### config.mk
export PLATFORM = sky130hd
export DESIGN_NAME = wkd_top
export DESIGN_NICKNAME = d
export VERILOG_FILES = /design/src/core/wkd_pkg.sv /design/src/core/wkd_filter.sv /design/src/core/wkd_top.sv
export SDC_FILE = /design/constraint.sdc
export NUM_CORES = 1
export LEC_CHECK = 0
export BUFFER_PORTS_ARGS = -buffer_cell sky130_fd_sc_hd__buf_2
export CAP_MARGIN = 30
export CORE_MARGIN = 10
export CORE_UTILIZATION = 50
export DETAILED_ROUTE_END_ITERATION = 8
export PLACE_DENSITY = 0.79
export SYNTH_ARGS = -nofsm -noshare
export SYNTH_HDL_FRONTEND = slang
export SYNTH_HIERARCHICAL = 1
export SYNTH_SLANG_ARGS = --single-unit
### constraint.sdc
create_clock -name clk_in -period 2.4 [get_ports clk_in]
set_clock_uncertainty 0.2 [all_clocks]
set_input_delay 0.24 -clock clk_in [delete_from_list [all_inputs] [get_ports clk_in]]
set_output_delay 0.24 -clock clk_in [all_outputs]
set_load 0.005 [all_outputs]
### src/core/wkd_pkg.sv
// Constants, types and a helper function for the wake input detector
// Function
// - Each wake input signals an event on both rising and falling edges.
// - Edge raises interrupt in normal or stop mode, wakes in sleep or fail-safe.
// - Software selects static (always watched) or cyclic (timer window) sensing.
// - Static sensing offers two glitch filter durations against spurious wakes.
// - Filter starts at threshold crossing; crossing back before expiry cancels it.
// - A per-pin bit in the wake enable register enables wake capability.
// - A per-pin source flag in wake status records which pin caused a wake.
// - Pin levels are readable in normal and stop mode, even for disabled pins.
// - During cyclic sensing the level register shows the last sampled level.
// - Alternate output pins as wake inputs use 16 us static filter, own status.
// - Pull code 00 floating, 01 pull-down, 10 pull-up.
// - Pull code 11 switches: pull-up while high, pull-down while low.
// - Detect code 00 static 16 us filter, 01 static 64 us filter.
// - Detect code 10 cyclic on timer A, 11 on timer B, both 16 us filter.
// - Pull and filter selections live in two separate writable registers.
package wkd_pkg;

  // ----------------------------------------------------------------
  // Sizes
  // ----------------------------------------------------------------
  localparam int WKD_NPIN = 3;
  localparam int WKD_NALT = 2;
  localparam int WKD_NSRC = 5;

  // ----------------------------------------------------------------
  // Register offsets and reset values
  // ----------------------------------------------------------------
  localparam logic [7:0] OFS_WAKE_EN = 8'h00;
  localparam logic [7:0] OFS_PULL = 8'h04;
  localparam logic [7:0] OFS_FILT = 8'h08;
  localparam logic [7:0] OFS_SRC = 8'h0c;
  localparam logic [7:0] OFS_ALT_SRC = 8'h10;
  localparam logic [7:0] OFS_LEVEL = 8'h14;
  localparam logic [7:0] OFS_INT_STAT = 8'h18;
  localparam logic [7:0] OFS_INT_CLR = 8'h1c;
  localparam logic [7:0] OFS_INT_EN = 8'h20;
  localparam logic [7:0] OFS_MODE = 8'h24;
  localparam logic [4:0] WAKE_EN_RST = 5'h00;
  localparam logic [5:0] PULL_RST = 6'h00;
  localparam logic [5:0] FILT_RST = 6'h00;
  localparam logic [4:0] INT_EN_RST = 5'h00;
  localparam int ALT_POS = 3;

  // ----------------------------------------------------------------
  // Timing
  // ----------------------------------------------------------------
  localparam int CLK_MHZ = 125;
  localparam int FILT_SHORT_US = 16;
  localparam int FILT_LONG_US = 64;
  localparam int FILT_SHORT_CYC = FILT_SHORT_US * CLK_MHZ;
  localparam int FILT_LONG_CYC = FILT_LONG_US * CLK_MHZ;
  localparam int CNT_W = 14;
  localparam logic [1:0] SYNC_SETTLE = 2'h3;

  // ----------------------------------------------------------------
  // Encodings
  // ----------------------------------------------------------------
  localparam logic [1:0] PULL_NONE = 2'h0;
  localparam logic [1:0] PULL_DOWN = 2'h1;
  localparam logic [1:0] PULL_UP = 2'h2;
  localparam logic [1:0] PULL_AUTO = 2'h3;
  localparam logic [1:0] DET_STATIC_SHORT = 2'h0;
  localparam logic [1:0] DET_STATIC_LONG = 2'h1;
  localparam logic [1:0] DET_CYCLIC_A = 2'h2;
  localparam logic [1:0] DET_CYCLIC_B = 2'h3;

  typedef enum logic [1:0] {
    MODE_NORMAL = 2'b00,
    MODE_STOP = 2'b01,
    MODE_SLEEP = 2'b10,
    MODE_FAILSAFE = 2'b11
  } wkd_mode_t;

  typedef enum logic [1:0] {
    FLT_INIT = 2'b00,
    FLT_IDLE = 2'b01,
    FLT_COUNT = 2'b10
  } wkd_flt_t;

  // Two-bit per-pin field of a packed configuration word
  function automatic logic [1:0] wkd_field(input logic [5:0] r, input int idx);
    return r[2*idx +: 2];
  endfunction

endpackage

### src/core/wkd_filter.sv
// Synchroniser and glitch filter for one wake pin
`timescale 1ns/1ps
module wkd_filter
  import wkd_pkg::*;
#(
  parameter int SHORT_CYC = FILT_SHORT_CYC,
  parameter int LONG_CYC = FILT_LONG_CYC
) (
  input wire logic clk_in,
  input wire logic resetn_in,
  input wire logic ce_in,
  input wire logic pin_in,
  input wire logic active_in,
  input wire logic long_sel_in,
  output logic live_out,
  output logic level_out,
  output logic edge_out
);
  import wkd_pkg::*;

  logic s1_reg;
  logic s2_reg;
  logic s3_reg;
  logic stable;
  logic [CNT_W-1:0] cnt_reg;
  logic [CNT_W-1:0] limit;
  wkd_flt_t state_reg;

  // ----------------------------------------------------------------
  // Three-stage synchroniser
  // ----------------------------------------------------------------
  always_ff @(posedge clk_in or negedge resetn_in) begin
    if (!resetn_in) begin
      s1_reg <= 1'b0;
      s2_reg <= 1'b0;
      s3_reg <= 1'b0;
    end else if (ce_in) begin
      s1_reg <= pin_in;
      s2_reg <= s1_reg;
      s3_reg <= s2_reg;
    end
  end

  assign stable = (s2_reg == s3_reg);
  assign live_out = s3_reg;
  assign limit = long_sel_in ? CNT_W'(LONG_CYC) : CNT_W'(SHORT_CYC);

  // ----------------------------------------------------------------
  // Filter; level is held while the sense window is closed
  // ----------------------------------------------------------------
  always_ff @(posedge clk_in or negedge resetn_in) begin
    if (!resetn_in) begin
      state_reg <= FLT_INIT;
      cnt_reg <= '0;
      level_out <= 1'b0;
      edge_out <= 1'b0;
    end else if (ce_in) begin
      edge_out <= 1'b0;
      unique case (state_reg)
        FLT_INIT: begin
          // Take the pin level quietly so reset causes no false edge
          cnt_reg <= cnt_reg + CNT_W'(1);
          if (cnt_reg[1:0] == SYNC_SETTLE) begin
            level_out <= s3_reg;
            cnt_reg <= '0;
            state_reg <= FLT_IDLE;
          end
        end
        FLT_IDLE: begin
          if (active_in && stable && s3_reg != level_out) begin
            cnt_reg <= CNT_W'(1);
            state_reg <= FLT_COUNT;
          end
        end
        FLT_COUNT: begin
          if (!active_in || (stable && s3_reg == level_out)) begin
            state_reg <= FLT_IDLE;
          end else if (cnt_reg >= limit) begin
            level_out <= s3_reg;
            edge_out <= 1'b1;
            state_reg <= FLT_IDLE;
          end else begin
            cnt_reg <= cnt_reg + CNT_W'(1);
          end
        end
        default: state_reg <= FLT_IDLE;
      endcase
    end
  end

endmodule

### src/core/wkd_top.sv
// Wake input detector: APB registers, per-pin filters, pulls and events
//
// The register offsets and the APB interface to the registers were decided locally.
`timescale 1ns/1ps
module wkd_top
  import wkd_pkg::*;
#(
  parameter int SHORT_CYC = FILT_SHORT_CYC,
  parameter int LONG_CYC = FILT_LONG_CYC
) (
  input wire logic clk_in,
  input wire logic resetn_in,
  input wire logic ce_in,
  input wire logic [7:0] paddr_in,
  input wire logic psel_in,
  input wire logic penable_in,
  input wire logic pwrite_in,
  input wire logic [31:0] pwdata_in,
  output logic [31:0] prdata_out,
  output logic pready_out,
  output logic pslverr_out,
  input wire logic [wkd_pkg::WKD_NPIN-1:0] wake_pin_in,
  input wire logic [wkd_pkg::WKD_NALT-1:0] alt_output_pin_in,
  input wire logic timer_a_on_in,
  input wire logic timer_b_on_in,
  input wire logic [1:0] dev_mode_in,
  output logic [wkd_pkg::WKD_NPIN-1:0] pull_up_out,
  output logic [wkd_pkg::WKD_NPIN-1:0] pull_down_out,
  output logic irq_out,
  output logic wake_out
);
  import wkd_pkg::*;

  // ----------------------------------------------------------------
  // Declarations
  // ----------------------------------------------------------------
  logic [4:0] wake_enable_ctrl_reg;
  logic [5:0] pull_config_reg;
  logic [5:0] filter_config_reg;
  logic [4:0] int_en_reg;
  logic [4:0] src_flags_reg;
  logic [4:0] src_flags_next;
  logic [4:0] set_vec;
  logic [4:0] clr_vec;
  logic [WKD_NSRC-1:0] all_pins;
  logic [WKD_NSRC-1:0] active_vec;
  logic [WKD_NSRC-1:0] long_vec;
  logic [WKD_NSRC-1:0] live_vec;
  logic [WKD_NSRC-1:0] level_vec;
  logic [WKD_NSRC-1:0] edge_vec;
  logic [WKD_NSRC-1:0] cyclic_vec;
  logic [WKD_NSRC-1:0] level_view;
  logic setup_ok;
  logic access;
  logic commit_wr;
  logic mapped;
  logic [31:0] rd_mux;
  logic awake_mode;
  wkd_mode_t mode;

  assign mode = wkd_mode_t'(dev_mode_in);
  assign awake_mode = (mode == MODE_NORMAL) || (mode == MODE_STOP);
  assign all_pins = {alt_output_pin_in, wake_pin_in};

  // ----------------------------------------------------------------
  // Sense selection per pin
  // ----------------------------------------------------------------
  always_comb begin
    active_vec = '1;
    long_vec = '0;
    cyclic_vec = '0;
    for (int i = 0; i < WKD_NPIN; i++) begin
      unique case (wkd_field(filter_config_reg, i))
        DET_STATIC_SHORT: active_vec[i] = 1'b1;
        DET_STATIC_LONG: long_vec[i] = 1'b1;
        DET_CYCLIC_A: begin
          active_vec[i] = timer_a_on_in;
          cyclic_vec[i] = 1'b1;
        end
        DET_CYCLIC_B: begin
          active_vec[i] = timer_b_on_in;
          cyclic_vec[i] = 1'b1;
        end
      endcase
    end
    // Alternate pins always static with the short filter
    for (int j = WKD_NPIN; j < WKD_NSRC; j++) begin
      active_vec[j] = 1'b1;
      long_vec[j] = 1'b0;
    end
  end

  // ----------------------------------------------------------------
  // Filters
  // ----------------------------------------------------------------
  for (genvar g = 0; g < WKD_NSRC; g++) begin : g_flt
    wkd_filter #(
      .SHORT_CYC(SHORT_CYC),
      .LONG_CYC(LONG_CYC)
    ) u_flt (
      .clk_in(clk_in),
      .resetn_in(resetn_in),
      .ce_in(ce_in),
      .pin_in(all_pins[g]),
      .active_in(active_vec[g]),
      .long_sel_in(long_vec[g]),
      .live_out(live_vec[g]),
      .level_out(level_vec[g]),
      .edge_out(edge_vec[g])
    );
  end

  // Cyclic pins show the level captured in the last window
  assign level_view = (cyclic_vec & level_vec) | (~cyclic_vec & live_vec);

  // ----------------------------------------------------------------
  // APB handshake: one wait state, write commits with pready high
  // ----------------------------------------------------------------
  assign setup_ok = psel_in && penable_in;
  assign access = setup_ok && !pready_out;
  assign commit_wr = setup_ok && pready_out && pwrite_in;

  always_comb begin
    mapped = 1'b1;
    rd_mux = 32'h0000_0000;
    unique case (paddr_in)
      OFS_WAKE_EN: rd_mux[4:0] = wake_enable_ctrl_reg;
      OFS_PULL: rd_mux[5:0] = pull_config_reg;
      OFS_FILT: rd_mux[5:0] = filter_config_reg;
      OFS_SRC: rd_mux[2:0] = src_flags_reg[2:0];
      OFS_ALT_SRC: rd_mux[1:0] = src_flags_reg[4:3];
      OFS_LEVEL: rd_mux[4:0] = level_view;
      OFS_INT_STAT: rd_mux[4:0] = src_flags_reg;
      OFS_INT_CLR: rd_mux = 32'h0000_0000;
      OFS_INT_EN: rd_mux[4:0] = int_en_reg;
      OFS_MODE: rd_mux[1:0] = dev_mode_in;
      default: mapped = 1'b0;
    endcase
  end

  always_ff @(posedge clk_in or negedge resetn_in) begin
    if (!resetn_in) begin
      pready_out <= 1'b0;
      pslverr_out <= 1'b0;
      prdata_out <= 32'h0000_0000;
    end else if (ce_in) begin
      pready_out <= access;
      if (access) begin
        pslverr_out <= !mapped;
        prdata_out <= pwrite_in ? 32'h0000_0000 : rd_mux;
      end else begin
        pslverr_out <= 1'b0;
        prdata_out <= 32'h0000_0000;
      end
    end
  end

  // ----------------------------------------------------------------
  // Configuration registers
  // ----------------------------------------------------------------
  always_ff @(posedge clk_in or negedge resetn_in) begin
    if (!resetn_in) begin
      wake_enable_ctrl_reg <= WAKE_EN_RST;
      pull_config_reg <= PULL_RST;
      filter_config_reg <= FILT_RST;
      int_en_reg <= INT_EN_RST;
    end else if (ce_in && commit_wr) begin
      unique case (paddr_in)
        OFS_WAKE_EN: wake_enable_ctrl_reg <= pwdata_in[4:0];
        OFS_PULL: pull_config_reg <= pwdata_in[5:0];
        OFS_FILT: filter_config_reg <= pwdata_in[5:0];
        OFS_INT_EN: int_en_reg <= pwdata_in[4:0];
        default: int_en_reg <= int_en_reg;
      endcase
    end
  end

  // ----------------------------------------------------------------
  // Wake source flags; a new event beats a clear in the same cycle
  // ----------------------------------------------------------------
  assign set_vec = edge_vec & wake_enable_ctrl_reg;
  assign clr_vec = (commit_wr && paddr_in == OFS_INT_CLR) ? pwdata_in[4:0] : 5'h00;
  assign src_flags_next = (src_flags_reg & ~clr_vec) | set_vec;

  always_ff @(posedge clk_in or negedge resetn_in) begin
    if (!resetn_in) begin
      src_flags_reg <= 5'h00;
    end else if (ce_in) begin
      src_flags_reg <= src_flags_next;
    end
  end

  // ----------------------------------------------------------------
  // Interrupt in active modes, wake request in low-power modes
  // ----------------------------------------------------------------
  always_ff @(posedge clk_in or negedge resetn_in) begin
    if (!resetn_in) begin
      irq_out <= 1'b0;
      wake_out <= 1'b0;
    end else if (ce_in) begin
      irq_out <= awake_mode && |(src_flags_next & int_en_reg);
      wake_out <= !awake_mode && |set_vec;
    end
  end

  // ----------------------------------------------------------------
  // Pull current control
  // ----------------------------------------------------------------
  always_ff @(posedge clk_in or negedge resetn_in) begin
    if (!resetn_in) begin
      pull_up_out <= '0;
      pull_down_out <= '0;
    end else if (ce_in) begin
      for (int i = 0; i < WKD_NPIN; i++) begin
        unique case (wkd_field(pull_config_reg, i))
          PULL_NONE: begin
            pull_up_out[i] <= 1'b0;
            pull_down_out[i] <= 1'b0;
          end
          PULL_DOWN: begin
            pull_up_out[i] <= 1'b0;
            pull_down_out[i] <= 1'b1;
          end
          PULL_UP: begin
            pull_up_out[i] <= 1'b1;
            pull_down_out[i] <= 1'b0;
          end
          PULL_AUTO: begin
            // Follows the synchronised level, so it reinforces the current state
            pull_up_out[i] <= live_vec[i];
            pull_down_out[i] <= !live_vec[i];
          end
        endcase
      end
    end
  end

endmodule

After elaboration in Yosys (flattened, before gate mapping)
Index checks and enable logic that the tools add are counted.
{"block": "word_totals", "ff_bits": 174, "latch_bits": 0, "ram_bits": 0, "rom_bits": 0, "inputBits": 55, "output_inout_bits": 42, "word_cells": 352, "mem_count": 0}
{"block": "op_classes", "add_sub_neg": 5, "mul": 0, "n_div": 0, "magnitude_cmp": 5, "n_eq_ne": 88, "shifts": 0, "n_mux": 112, "bitwise": 9, "n_reduce_logical": 86}
{"cell": "2-to-1 mux 14 bit", "count": 20}
{"cell": "case mux 14 bit (3 select lines)", "count": 5}
{"cell": "adder 14 x 1 -> 14 bit (second input constant)", "count": 5}
{"cell": "AND reduction 5 bit", "count": 10}
{"cell": "equality test 2 bit (second input constant)", "count": 22}
{"cell": "greater-or-equal comparator 14 bit", "count": 3}
{"cell": "2-to-1 mux 2 bit", "count": 20}
{"cell": "2-to-1 mux 13 bit", "count": 3}
{"cell": "2-to-1 mux 1 bit", "count": 38}
{"cell": "equality test 8 x 5 -> 1 bit (second input constant)", "count": 4}
{"cell": "!= test 2 x 1 -> 1 bit (second input constant)", "count": 15}
{"cell": "case mux 2 bit (3 select lines)", "count": 5}
{"cell": "greater-or-equal comparator 14 x 11 -> 1 bit (second input constant)", "count": 2}
{"cell": "equality test 2 x 1 -> 1 bit (second input constant)", "count": 12}
{"cell": "logical AND 1 bit", "count": 21}
{"cell": "bitwise AND 5 bit", "count": 4}
{"cell": "!= test 2 bit (second input constant)", "count": 10}
{"cell": "AND reduction 4 bit", "count": 5}
{"cell": "OR reduction 2 bit", "count": 10}
{"cell": "zero test 2 bit", "count": 9}
{"cell": "case mux 1 bit (2 select lines)", "count": 9}
{"cell": "case mux 1 bit (3 select lines)", "count": 6}
{"cell": "equality test 8 x 4 -> 1 bit (second input constant)", "count": 2}
{"cell": "equality test 8 x 6 -> 1 bit (second input constant)", "count": 2}
{"cell": "other kinds (21)", "count": 63}

Logic depth before layout (Yosys ltp)
{"block": "depth", "depth_word": 11, "ltp_mapped": 9, "depth_no_buf": 8}

By module
The synthesis kept the hierarchy.
{"module": "wkd_filter at g_flt[1].u_flt ...", "n_inst": 3, "cells_per_inst": 157, "area_per_inst_um2": 1472.7, "seq_area_each_um2": 525.5}
{"module": "wkd_top", "n_inst": 1, "cells_per_inst": 266, "area_per_inst_um2": 2588.7, "seq_area_each_um2": 1076.0}
{"module": "wkd_filter at g_flt[4].u_flt", "n_inst": 1, "cells_per_inst": 162, "area_per_inst_um2": 1493.9, "seq_area_each_um2": 525.5}
{"module": "wkd_filter at g_flt[0].u_flt", "n_inst": 1, "cells_per_inst": 162, "area_per_inst_um2": 1485.2, "seq_area_each_um2": 525.5}

Worst setup path before layout
No wires, ideal clock.
{"block": "synth_path", "path_kind": "register -> register", "from": "reg filter_config_reg[1]", "to": "reg g_flt[0].u_flt.cnt_reg[2]", "setup_ns": 0.125, "t_arrival_ns": 2.245, "t_required_ns": 2.075, "setup_slack_ns": -0.170, "path_stages_with_launch": 9, "n_path_buf": 0, "synth_period_minus_slack_ns": 2.570, "path_cell_list": "dfrtp_1 -> nor2b_1 -> inv_1 -> ha_1 -> a211oi_1 -> a41oi_1 -> a21o_1 -> nor2_2 -> mux2_2"}
{"block": "synth_via", "elab_chain_len": 6, "elab_cells_between_ends": 15, "cone_classes": "1 x order compare; 6 x eq/ne; 3 x mux; 5 x reduce/logical"}
{"element": "from (decl)", "line_no": "wkd_top.sv:39", "rtl": "logic [5:0] filter_config_reg;"}
{"element": "from (signal assigned)", "line_no": "wkd_top.sv:171", "rtl": "OFS_FILT: filter_config_reg <= pwdata_in[5:0];"}
{"element": "equality test 2 x 1 -> 1 bit", "line_no": "wkd_top.sv:73", "rtl": "unique case (wkd_field(filter_config_reg, i))"}
{"element": "2-to-1 mux 1 bit", "line_no": "wkd_top.sv:73"}
{"element": "via long_vec[0]", "line_no": "wkd_top.sv:47", "rtl": "logic [WKD_NSRC-1:0] long_vec;"}
{"element": "2-to-1 mux 13 bit", "line_no": "wkd_filter.sv:46", "rtl": "assign limit = long_sel_in ? CNT_W'(LONG_CYC) : CNT_W'(SHORT_CYC);"}
{"element": "greater-or-equal comparator 14 bit", "line_no": "wkd_filter.sv:78", "rtl": "end else if (cnt_reg >= limit) begin"}
{"element": "!= test 2 bit (no line)"}
{"element": "AND reduction 5 bit (no line)"}
{"element": "to (signal assigned)", "line_no": "wkd_filter.sv:62", "rtl": "cnt_reg <= cnt_reg + CNT_W'(1);"}
{"element": "to (signal assigned)", "line_no": "wkd_filter.sv:83", "rtl": "cnt_reg <= cnt_reg + CNT_W'(1);"}
{"element": "to (decl)", "line_no": "wkd_filter.sv:25", "rtl": "logic [CNT_W-1:0] cnt_reg;"}
The timed path passes the listed nets, and every way through them passes these cells.
A chain may end at the register's enable or synchronous reset.

Worst setup path after layout
{"block": "layout_path", "from": "reg filter_config_reg[1]", "to": "reg g_flt[0].u_flt.cnt_reg[13]"}
The elaborated chain is that of the path after synthesis.

==> run metrics <==
top cell types by occurrence after synthesis=dfrtp_1 (148), nand2_1 (80), inv_1 (71); Slew HR=0.581; Slew @ Worst Pin=between 600 and 700 ps; post-synthesis sequential area ratio=0.371; max FFs per register=70; largest net degree at the start of global routing=56; Lkg Pwr=roughly 5.4 nW; Root Driver=clkbuf_16; Final Hold Fails=0; Die W=approximately 160 µm; fillcell total=around 1.5k; Synth Flop Type=dfrtp_1; Fmax=approximately 410 MHz; cells after synthesis=1061; Layout Nets=around 1.3k; worst path bufs/invs=2; Final Routed Wirelength=28.4 mm; Core Util, Final=0.653; Crit Reg-Reg Startpoint=filter_config_reg[1]; CP startpoint kind=register; multiplexer share of the synthesized area=0.0690; Buffers on Ports=44; async set or reset register ratio after synthesis=1.00; crit path max fanout=6; post-synthesis compound-gate area fraction=0.204; Max-Cap Viols=0; Critical Path Slowest Stage Cell=dfrtp_1; smallest setup slack after layout=-21.1 ps; Syn-to-layout area delta=27.6%; Clock Latency Late Sink=around 430 ps; hold path cells=3; Site Rows=51; Seq cells post-synth=148; Clock Sinks=around 150; Final period util=1.01; CP Depth=9; crit path time final=about 2400 ps; Clock Path Buffers=2; largest family of logic cells by synthesized area=simple AND/OR/NAND/NOR gates; vias per cell=between 6 and 7; number of setup violations in the final report=11; Synth cell types=89; Final Max Tran Viols=0; CP Capture Point=g_flt[0].u_flt/cnt_reg[13]; failing checks=negative setup slack; Worst EP required=2540 ps; DRC=0; crit-path leading delay family=compound AO/OA/AOI/OAI gates; Net Sw Frac=0.416; Ys Warns=6; GR Overflow Total=0; CTS buffer count=17; status=finished, violations left; full die area=26000 µm²; mean area per synthesized cell=around 9.4 µm²; number of enable flip-flop cells after synthesis=0; TritonCTS clock tree=done; worst-path cell chain=nor2b_4 > inv_4 > ha_4 > nor4bb_4 > o41a_1 > a21oi_2 > nand3_2 > buf_6 > o31ai_4; CTS H-tree depth=4; core box area=between 15000 and 20000 µm²; Worst setup EP type=register; delay of the slowest cell on the worst path=roughly 410 ps; Net Sw Power=slightly above 5 mW; initial antenna violation count=1; Synth area leaders=dfrtp_1 (37%), ha_1 (6.3%), mux2_2 (4.8%); Die Ht=between 150 and 200 µm; fraction of layout cells with a size suffix above 1=0.291; Initial Utilization=0.511; Placement Setup Slack=-166 ps; Pint=between 7 and 8 mW; Critical Path Start=filter_config_reg[1]; maximum VDD drop=0.704 mV; Hold Path Class=in -> reg; Avg WL per Cell=between 15 and 20 µm; RePlAce Congestion=0.935; Reg clk slew, reported paths=60 ps; end of the worst register-to-register path=g_flt[0].u_flt/cnt_reg[13]; R2R Setup Slk=-20 ps; area fraction of the dominant cell type after synthesis=0.371; register share of total power=0.272; Crit Path Class=reg -> reg; most numerous cell in the Yosys netlist=dfrtp_1; Starting DRT DRC Count=roughly 980; TritonRoute pass-1 iters=5; mapped cell area=~10000 µm²; total power=about 12 mW; Post-Synth XOR/XNOR Area=0.000877; Synth Area in Adders=0.0626; Yosys top cell by area=dfrtp_1; Reg2Reg Depth=9; Logic pwr share=0.491; Synth Area in Simple Gates=0.229; Worst EP arrival=2560 ps; RSZ-0062 raised after global routing=yes; Final HPWL DP=roughly 19 mm; PD cells=949 nW/µm²; post-route antenna net violation count=0; vias in the first global route=about 9.0k; first-pass GRT wire length=44.5 mm; Top Ports=between 90 and 100; Total GRT Usage=0.203; Clock Power Share=0.237; vias post-DR=approximately 9.4k
-- per-stage QoR --
| stage | area, µm² | setup TNS (ps) | hold slack (ps) | cells |
|---|---|---|---|---|
| final | 12700 | -92.4 | 28.5 | 1504 |
| after detailed placement | 11100 | -2890 | 44.7 | 1437 |
| after CTS | 12100 | 0 | 1.25 | 1491 |
| after global routing | 12700 | -1620 | 40.2 | 1504 |
| after floorplan | 10200 | -111 | -256 | 1096 |
| after global placement | 11100 | -1070 | 31.2 | 1437 |
-- cell usage in the layout, fill, tap and decap left out, types with 19 or more instances in the layout --
cell type | netlist | routed
mux2_2 | 43 | 41
buf_2 | 11 | 43
o21ai_0 | 46 | 38
inv_1 | 71 | 68
nand4_1 | 21 | 21
a21oi_1 | 21 | 19
buf_4 | 27 | 93
ha_1 | 50 | 41
dfrtp_1 | 148 | 148
nand3_1 | 64 | 60
conb_1 | 2 | 37
nor2_1 | 57 | 55
nand2_1 | 80 | 77
nor3_1 | 27 | 26
-- worst min path at each step --
stage,start,end,slack [ps]
2_1_floorplan,resetn_in,filter_config_reg[0],-260
3_3_place_gp,resetn_in,g_flt[3].u_flt/cnt_reg[4],30
3_5_place_dp,resetn_in,g_flt[3].u_flt/cnt_reg[3],40
4_1_cts,penable_in,pslverr_out,1
5_1_grt,penable_in,pslverr_out,40
6_report,penable_in,pslverr_out,30
-- repair_timing --
action | in CTS | in global routing
hold endpoints to repair | 85 | 0
pin swaps | 15 | 56
setup buffers | 5 | 12
gates resized for setup | 45 | 85
gates cloned | 2 | 1
setup endpoints to repair | 38 | 61
hold buffers | 15 | 0
-- logic make-up (layout without fill, tap and decap cells) --
family	count (synthesis)	in the layout
other cells	2	38
buf+inv	130	269
simple gates	397	397
compound gates	270	273
flops	148	148
xor+xnor	1	1
fa+ha+maj	50	50
mux	63	63
-- layer usage --
| metal | routed length [µm] | track usage |
|---|---|---|
| met5 | 0 | 0 |
| met2 | 14000 | 0.341 |
| met1 | 11800 | 0.260 |
| met4 | 565 | 0.0550 |
| met3 | 2030 | 0.0419 |
-- cell type report --
type                       instances  area (µm²)  area share
antenna                            1        2.50    0.000196
timing repair buffer             166        1250      0.0981
sequential                       148        3700       0.291
clock buffer                      19         453      0.0355
tap                              265         332      0.0260
inverter                          71         269      0.0211
multi-input combinational        821        6550       0.514
clock inverter                    13         181      0.0142
-- tightest hold or removal path: cells and delay by family --
kind | cells | cell delay (ps)
simple gates | 1 | 140
buf+inv | 1 | 130
compound gates | 1 | 100
-- power by group through the flow --
| stage | logic (mW) | registers (mW) | clock network, mW |
|---|---|---|---|
| 3_5_place_dp | 4.99 | 3.29 | 0 |
| 6_report | 5.94 | 3.29 | 2.87 |
| 5_1_grt | 6.46 | 3.34 | 3.04 |
| 2_1_floorplan | 3.46 | 3.19 | 0 |
| 4_1_cts | 5.19 | 3.26 | 2.92 |
| 3_3_place_gp | 4.85 | 3.27 | 0 |
Note: power is estimated with default switching activity, not from simulation.
